## src/usrc_defs.vh

```
// Purpose: Constants for the UART shadow control register block.
// Assumes: Byte addresses on a 32-bit plain register port.
// Notes:   Base register addresses end 0x7c bytes below the shadow group.
`ifndef USRC_DEFS_VH
`define USRC_DEFS_VH

// ***************************************************************
// Register byte addresses
// ***************************************************************
`define USRC_ADDR_FIFO_CTRL 32'h50001108
`define USRC_ADDR_LINE_CTRL 32'h5000110c
`define USRC_ADDR_MODEM_CTRL 32'h50001110
`define USRC_ADDR_SHADOW_RTS 32'h5000118c
`define USRC_ADDR_SHADOW_BREAK 32'h50001190
`define USRC_ADDR_SHADOW_DMA 32'h50001194

// ***************************************************************
// Field positions
// ***************************************************************
`define USRC_MCR_RTS 1
`define USRC_MCR_LOOP 4
`define USRC_MCR_AFCE 5
`define USRC_MCR_SIR 6
`define USRC_LCR_BREAK 6
`define USRC_FCR_FIFO_EN 0
`define USRC_FCR_DMA_MODE 3
`define USRC_FCR_TRIG_LO 6
`define USRC_FCR_TRIG_HI 7
`define USRC_SHADOW_BIT 0

// Writable bits of each base register; the rest read as zero
`define USRC_MCR_MASK 8'h7f
`define USRC_LCR_MASK 8'hff
`define USRC_FCR_MASK 8'hf9

// ***************************************************************
// Reset values and FIFO figures
// ***************************************************************
`define USRC_REG_RESET 8'h00
`define USRC_LVL_W 5
`define USRC_FIFO_DEPTH 5'h10
`define USRC_TRIG_ONE 5'h01
`define USRC_TRIG_QUARTER 5'h04
`define USRC_TRIG_HALF 5'h08
`define USRC_TRIG_NEAR_FULL 5'h0e
`define USRC_NO_FIFO_DEPTH 5'h01
`define USRC_SIR_DIV 4'hf
`define USRC_CNT_ZERO 4'h0

`endif

```

## src/usrc_shadow_regs.v

```verilog
// Purpose: Shadow control bits of a UART controller and their effect on
//          request-to-send, serial, infrared and DMA request outputs.
// Assumes: One 25 MHz clock; all inputs synchronous to it; FIFOs of 16.
// Notes:   Every output is registered, so pins follow state by one cycle.
`timescale 1ns/1ps
`include "usrc_defs.vh"

module usrc_shadow_regs (
   input wire i_mclk,
   input wire i_reset_n,
   input wire [31:0] i_addr,
   input wire [31:0] i_wdata,
   input wire i_wr,
   input wire i_rd,
   output reg [31:0] o_rdata,
   input wire [4:0] i_rx_fifo_level,
   input wire [4:0] i_tx_fifo_level,
   input wire i_tx_sout,
   input wire i_tx_sir_n,
   input wire i_sin,
   output reg o_rts_n,
   output reg o_sout,
   output reg o_sir_out_n,
   output reg o_rx_sin,
   output reg o_loop_cts,
   output reg o_dma_tx_req_n,
   output reg o_dma_rx_req_n,
   output reg o_fifo_en,
   output reg o_dma_mode
);

   // ***************************************************************
   // Reset release
   // ***************************************************************
   reg rst_sync1_r;
   reg rst_n_r;

   always @(posedge i_mclk or negedge i_reset_n) begin
      if (!i_reset_n) begin
         rst_sync1_r <= 1'b0;
         rst_n_r <= 1'b0;
      end else begin
         rst_sync1_r <= 1'b1;
         rst_n_r <= rst_sync1_r;
      end
   end

   // ***************************************************************
   // Control state
   // ***************************************************************
   // Each shadow location is only another door onto one bit of these
   // registers, so both paths land in a single flip-flop.
   reg [7:0] modem_control_reg_r;
   reg [7:0] line_control_reg_r;
   reg [7:0] fifo_control_reg_r;
   reg [7:0] modem_control_reg_nxt;
   reg [7:0] line_control_reg_nxt;
   reg [7:0] fifo_control_reg_nxt;

   wire wr_mcr = i_wr && (i_addr == `USRC_ADDR_MODEM_CTRL);
   wire wr_lcr = i_wr && (i_addr == `USRC_ADDR_LINE_CTRL);
   wire wr_fcr = i_wr && (i_addr == `USRC_ADDR_FIFO_CTRL);
   wire wr_srts = i_wr && (i_addr == `USRC_ADDR_SHADOW_RTS);
   wire wr_sbcr = i_wr && (i_addr == `USRC_ADDR_SHADOW_BREAK);
   wire wr_sdma = i_wr && (i_addr == `USRC_ADDR_SHADOW_DMA);

   always @* begin
      modem_control_reg_nxt = modem_control_reg_r;
      line_control_reg_nxt = line_control_reg_r;
      fifo_control_reg_nxt = fifo_control_reg_r;
      if (wr_mcr) begin
         modem_control_reg_nxt = i_wdata[7:0] & `USRC_MCR_MASK;
      end
      if (wr_lcr) begin
         line_control_reg_nxt = i_wdata[7:0] & `USRC_LCR_MASK;
      end
      if (wr_fcr) begin
         fifo_control_reg_nxt = i_wdata[7:0] & `USRC_FCR_MASK;
      end
      if (wr_srts) begin
         modem_control_reg_nxt[`USRC_MCR_RTS] =
            i_wdata[`USRC_SHADOW_BIT];
      end
      if (wr_sbcr) begin
         line_control_reg_nxt[`USRC_LCR_BREAK] =
            i_wdata[`USRC_SHADOW_BIT];
      end
      if (wr_sdma) begin
         fifo_control_reg_nxt[`USRC_FCR_DMA_MODE] =
            i_wdata[`USRC_SHADOW_BIT];
      end
   end

   always @(posedge i_mclk or negedge rst_n_r) begin
      if (!rst_n_r) begin
         modem_control_reg_r <= `USRC_REG_RESET;
         line_control_reg_r <= `USRC_REG_RESET;
         fifo_control_reg_r <= `USRC_REG_RESET;
      end else begin
         modem_control_reg_r <= modem_control_reg_nxt;
         line_control_reg_r <= line_control_reg_nxt;
         fifo_control_reg_r <= fifo_control_reg_nxt;
      end
   end

   wire rts_bit = modem_control_reg_r[`USRC_MCR_RTS];
   wire loop_mode = modem_control_reg_r[`USRC_MCR_LOOP];
   wire afc_en = modem_control_reg_r[`USRC_MCR_AFCE];
   wire sir_mode = modem_control_reg_r[`USRC_MCR_SIR];
   wire brk_bit = line_control_reg_r[`USRC_LCR_BREAK];
   wire fifo_en = fifo_control_reg_r[`USRC_FCR_FIFO_EN];
   wire dma_mode = fifo_control_reg_r[`USRC_FCR_DMA_MODE];
   wire [1:0] trig_sel =
      fifo_control_reg_r[`USRC_FCR_TRIG_HI:`USRC_FCR_TRIG_LO];

   // ***************************************************************
   // Register read port
   // ***************************************************************
   reg [31:0] rdata_nxt;

   always @* begin
      rdata_nxt = 32'h0000_0000;
      case (i_addr)
         `USRC_ADDR_MODEM_CTRL: begin
            rdata_nxt[7:0] = modem_control_reg_r;
         end
         `USRC_ADDR_LINE_CTRL: begin
            rdata_nxt[7:0] = line_control_reg_r;
         end
         `USRC_ADDR_FIFO_CTRL: begin
            rdata_nxt[7:0] = fifo_control_reg_r;
         end
         `USRC_ADDR_SHADOW_RTS: begin
            rdata_nxt[`USRC_SHADOW_BIT] = rts_bit;
         end
         `USRC_ADDR_SHADOW_BREAK: begin
            rdata_nxt[`USRC_SHADOW_BIT] = brk_bit;
         end
         `USRC_ADDR_SHADOW_DMA: begin
            rdata_nxt[`USRC_SHADOW_BIT] = dma_mode;
         end
         default: begin
            rdata_nxt = 32'h0000_0000;
         end
      endcase
   end

   // Data stand for exactly the cycle after the read strobe
   always @(posedge i_mclk or negedge rst_n_r) begin
      if (!rst_n_r) begin
         o_rdata <= 32'h0000_0000;
      end else if (i_rd) begin
         o_rdata <= rdata_nxt;
      end else begin
         o_rdata <= 32'h0000_0000;
      end
   end

   // ***************************************************************
   // Receive threshold
   // ***************************************************************
   reg [4:0] rx_thresh;

   always @* begin
      case (trig_sel)
         2'b00: rx_thresh = `USRC_TRIG_ONE;
         2'b01: rx_thresh = `USRC_TRIG_QUARTER;
         2'b10: rx_thresh = `USRC_TRIG_HALF;
         2'b11: rx_thresh = `USRC_TRIG_NEAR_FULL;
         default: rx_thresh = `USRC_TRIG_ONE;
      endcase
   end

   wire rx_above = (i_rx_fifo_level > rx_thresh);
   wire rx_at_trig = (i_rx_fifo_level >= rx_thresh);

   // ***************************************************************
   // Request-to-send pin
   // ***************************************************************
   reg rts_n_nxt;

   always @* begin
      if (loop_mode) begin
         rts_n_nxt = 1'b1;
      end else if (afc_en && fifo_en && rx_above) begin
         rts_n_nxt = 1'b1;
      end else begin
         rts_n_nxt = ~rts_bit;
      end
   end

   // ***************************************************************
   // Infrared break pulse
   // ***************************************************************
   // A held level on the infrared pin would read as idle, so break is
   // sent as a steady pulse train from a free divider.
   reg [3:0] sir_cnt_r;
   reg sir_pulse_r;
   wire sir_tick = (sir_cnt_r == `USRC_SIR_DIV);

   always @(posedge i_mclk or negedge rst_n_r) begin
      if (!rst_n_r) begin
         sir_cnt_r <= `USRC_CNT_ZERO;
         sir_pulse_r <= 1'b1;
      end else begin
         if (sir_tick) begin
            sir_cnt_r <= `USRC_CNT_ZERO;
         end else begin
            sir_cnt_r <= sir_cnt_r + 4'h1;
         end
         if (!(sir_mode && brk_bit)) begin
            sir_pulse_r <= 1'b1;
         end else if (sir_tick) begin
            sir_pulse_r <= ~sir_pulse_r;
         end
      end
   end

   // ***************************************************************
   // Serial, loopback and infrared paths
   // ***************************************************************
   reg sout_nxt;
   reg rx_sin_nxt;
   reg sir_nxt;

   always @* begin
      if (loop_mode) begin
         sout_nxt = 1'b1;
         sir_nxt = 1'b1;
         rx_sin_nxt = brk_bit ? 1'b0 : i_tx_sout;
      end else begin
         sout_nxt = brk_bit ? 1'b0 : i_tx_sout;
         sir_nxt = (sir_mode && brk_bit) ? sir_pulse_r : i_tx_sir_n;
         rx_sin_nxt = i_sin;
      end
   end

   // ***************************************************************
   // DMA requests
   // ***************************************************************
   // With FIFOs off there is a single holding slot, so mode 1 reduces
   // to the mode 0 conditions.
   reg tx_req_nxt;
   reg rx_req_nxt;
   wire tx_empty = (i_tx_fifo_level == 5'h00);
   wire rx_has = (i_rx_fifo_level != 5'h00);
   wire [4:0] tx_cap = fifo_en ? `USRC_FIFO_DEPTH : `USRC_NO_FIFO_DEPTH;

   always @* begin
      if (dma_mode && fifo_en) begin
         tx_req_nxt = (i_tx_fifo_level < tx_cap);
         rx_req_nxt = rx_at_trig;
      end else begin
         tx_req_nxt = tx_empty;
         rx_req_nxt = rx_has;
      end
   end

   // ***************************************************************
   // Output flip-flops
   // ***************************************************************
   always @(posedge i_mclk or negedge rst_n_r) begin
      if (!rst_n_r) begin
         o_rts_n <= 1'b1;
         o_sout <= 1'b1;
         o_sir_out_n <= 1'b1;
         o_rx_sin <= 1'b1;
         o_loop_cts <= 1'b0;
         o_dma_tx_req_n <= 1'b1;
         o_dma_rx_req_n <= 1'b1;
         o_fifo_en <= 1'b0;
         o_dma_mode <= 1'b0;
      end else begin
         o_rts_n <= rts_n_nxt;
         o_sout <= sout_nxt;
         o_sir_out_n <= sir_nxt;
         o_rx_sin <= rx_sin_nxt;
         o_loop_cts <= loop_mode & rts_bit;
         o_dma_tx_req_n <= ~tx_req_nxt;
         o_dma_rx_req_n <= ~rx_req_nxt;
         o_fifo_en <= fifo_en;
         o_dma_mode <= dma_mode;
      end
   end

endmodule // usrc_shadow_regs

```

## config.mk

```make
export PLATFORM = sky130hd
export DESIGN_NAME = usrc_shadow_regs
export DESIGN_NICKNAME = d
export VERILOG_FILES = /design/src/usrc_shadow_regs.v
export VERILOG_INCLUDE_DIRS = /design/src
export SDC_FILE = /design/constraint.sdc
export NUM_CORES = 1
export LEC_CHECK = 0
export BUFFER_PORTS_ARGS = -buffer_cell sky130_fd_sc_hd__buf_2
export CAP_MARGIN = 20
export CORE_AREA = 2 2 92 94
export CTS_BUF_LIST = sky130_fd_sc_hd__clkbuf_4
export CTS_CLUSTER_DIAMETER = 40
export DETAILED_ROUTE_END_ITERATION = 6
export DIE_AREA = 0 0 94 96
export GPL_ROUTABILITY_DRIVEN = 0
export PLACE_DENSITY = 0.59
export SLEW_MARGIN = 5
export SYNTH_ARGS = -nofsm -noshare
export SYNTH_HDL_FRONTEND = slang
export SYNTH_SLANG_ARGS = --single-unit
```

## constraint.sdc

```tcl
create_clock -name i_mclk -period 2.5 [get_ports i_mclk]
set_input_delay 0.25 -clock i_mclk [delete_from_list [all_inputs] [get_ports i_mclk]]
set_output_delay 0.25 -clock i_mclk [all_outputs]
set_load 0.1 [all_outputs]
```

==> metrics.cfg <==
[run_status]
outcome = complete, no violations

[routing]
dr_total_vias = 1814
firstDrtPassIters = 4
wl_per_cell_um = 13.39
drt.antenna.violating_nets = 0
routed_wl_um = 5398
drc = 0
dr.first_iter.drc_count = 91
viasPerCell = 4.501

[die]
core_um2 = 8051
rows = 33
start_util_pct = 29.39
boundaryPins = 122
dieHeight_um = 96
die_area_um2 = 9024
dieWidth_um = 94

[timing]
fin_setup_tns_ps = 0
setup_viol = 0
min_period_ps = 1902
hold_viol = 0
period_share_pct = 76.09
fin_ws_ps = 597.8
max_slew_margin_pct = 39.03
skew_ps = 9.163
max_freq_mhz = 525.7
rsz0062_at_grt = no
worst_pin_slew_ps = 914.5
slew_violations = 0

[synthesis]
postSynthAreaPerCell_um2 = 10.71
netlist_area_um2 = 2366
ys_top_cells_by_count = dfrtp_1 (38), buf_4 (24), nor2_1 (17)
synth_edf_count = 0
async_flop_share_pct = 100.0
yosysTopAreaCellShare_pct = 40.19
netlist_top_cells_area = dfrtp_1 (40%), dfstp_2 (7.8%), buf_4 (7.6%)
seq_area_frac_synth_pct = 47.96
synth_ff_type = dfrtp_1
synth.distinct_cells = 48
yosysMostFrequentCell = dfrtp_1
synth_cells = 221
synth.largest_area_cell = dfrtp_1
synth_warnings = 0
ys_seq_elements = 45

[placement]
dp_slack_ps = 185.1
dpl.hpwl_um = 4092
io_buffers = 73

[global_routing]
grtUsageMet2_pct = 21.55
busiest_layer = met2
grt_pass1_vias = 1820
grt_pass1_wl_um = 8618
grt_antenna_before_repair = 0
use_met1_pct = 15.19
met3_usage_pct = 3.289
globalRouteTotalUtil_pct = 12.51
grt_max_degree = 44
gr-total-overflow = 0

[final_layout]
nets = 384
drive_above_1_share_pct = 38.26
area_growth_pct = 19.62
diodes = 0
fillers = 855

[clock_network]
insertion_delay_ps = 360
clk_pin_slew_ps = 140
cts_buffer_depth = 2
root_buffer = clkbuf_4
cts_resized = 0
cts_tree = yes
cts-buffers-inserted = 5
cts.sinks = 45
htree_levels = 2

[power_and_ir_drop]
power_density_nw_per_um2 = 491.1
combPwrFrac_pct = 19.9
peakVddDrop_uv = 231.2
internal_power_uw = 897.7
p_leak_uw = 0.001405
seq_power_share_pct = 53.9
power_switching_uw = 492.2
p_clk_share_pct = 26.3
power_switching_share_pct = 35.41

[worst_setup_path]
reg2regPathDepth = 7
end_kind = register
timing.rr.end = o_rts_n$_DFF_PN1_
critPathRequiredTime_ps = 2760
worstSetupStartpointType = primary input
worst_ep_arrival_time_ps = 2160
crit_fanout = 7
critical_path_class = primary input to register
r2r-start = fifo_control_reg_r[6]$_DFFE_PN0P_
rrSetupSlack_ps = 850

[worst_hold_path]
min_to = o_sout$_DFF_PN1_
min_path_type = primary input to register
hold_depth = 2
min_from = i_tx_sout

[run]
maxCapViolCount = 0

state kept, by name, indices dropped and copies added (netlist names), 4 cells and up:
signal               count
fifo_control_reg_r       6
line_control_reg_r       8
o_rdata                  8
sir_cnt_r                4
modem_control_reg_r      7
cells in the final DEF, fill, tap and decap left out, types with 2 or more instances in the layout:
cell      count
nand3_1      11
dfstp_2       7
and3_1        2
a22oi_1       9
nand2_1       9
nor4b_2       3
buf_4         2
xor2_1        2
ha_1          6
nor4_1        3
o21ai_0       9
and2_1        3
nand4_1       2
conb_1       25
inv_1         9
nor2_1       17
clkbuf_4      5
mux2_4        6
nor3_1        5
buf_2        73
a22o_1        4
mux2_2        9
dfrtp_1      37
a21oi_1       6
nor2b_1       4
a31oi_1       3
power groups by stage:
| stage | logic (uW) | registers, uW | clock network (uW) |
|---|---|---|---|
| 3_3_place_gp | 271 | 763 | 0 |
| 2_1_floorplan | 219 | 783 | 0 |
| 5_1_grt | 289 | 753 | 410 |
| 6_report | 276 | 749 | 365 |
| 4_1_cts | 276 | 750 | 381 |
| 3_5_place_dp | 274 | 763 | 0 |
critical path: stages:
cell	delay [ps]
buf_2	100
nor4b_2	270
nand4_1	170
or4b_1	700
nor2_2	300
mux2_2	370
cells by family after synthesis:
group	after synthesis	synth area share, %
multiplexers	16	8.514
AND/OR/NAND/NOR	68	16.71
buffers and inverters	39	10.05
other	2	0.3174
adder cells (fa/ha/maj)	6	3.173
AO/OA/AOI/OAI	43	12.53
XOR/XNOR	2	0.7405
flip-flops	45	47.96
per-stage QoR:
step | util (%) | cell area (um^2) | instances | power [uW] | hold slack (ps)
after global routing | 35.15 | 2830 | 403 | 1452 | 99.82
after floorplan | - | 2452 | 244 | 1002 | -45.59
final | 35.15 | 2830 | 403 | 1390 | 118.6
after CTS | 35.15 | 2830 | 403 | 1407 | 107.7
after global placement | 34.30 | 2761 | 394 | 1035 | 35.52
after detailed placement | 34.30 | 2761 | 394 | 1038 | 37.74
metal layers:
layer,wire [um],vias to the layer above
li1,-,900
met1,2420,853
met2,2617,55
met3,296,6
met4,64,0
met5,0,-
final cells by class:
class                      instances  area (um^2)  area share [%]
multi-input combinational        160         1080           38.15
inverter                           9        33.78           1.194
tap                              105        131.4           4.642
clock buffer                       5        37.54           1.326
timing repair buffer              76        390.4           13.79
clock inverter                     3        21.27          0.7515
sequential                        45         1136           40.14
timing repair:
item / 4_1_cts / 5_1_grt
buffers inserted: 0 / 0
endpoints found under the setup margin: 0 / 0
hold buffers: 1 / 0
endpoints found under the hold margin: 2 / 0
worst max-delay path by stage:
stage,start,to,slack (ps),cells after the start
finish,i_addr[13],fifo_control_reg_r[5]$_DFFE_PN0P_,600,6
global route,i_addr[13],line_control_reg_r[7]$_DFFE_PN0P_,500,6
CTS,i_addr[13],fifo_control_reg_r[5]$_DFFE_PN0P_,590,6
detailed placement,i_addr[13],fifo_control_reg_r[5]$_DFFE_PN0P_,190,6
global placement,i_addr[11],modem_control_reg_r[3]$_DFFE_PN0P_,220,6
floorplan,i_addr[5],modem_control_reg_r[0]$_DFFE_PN0P_,550,6
No activity file was read; power rests on OpenSTA's default activity.
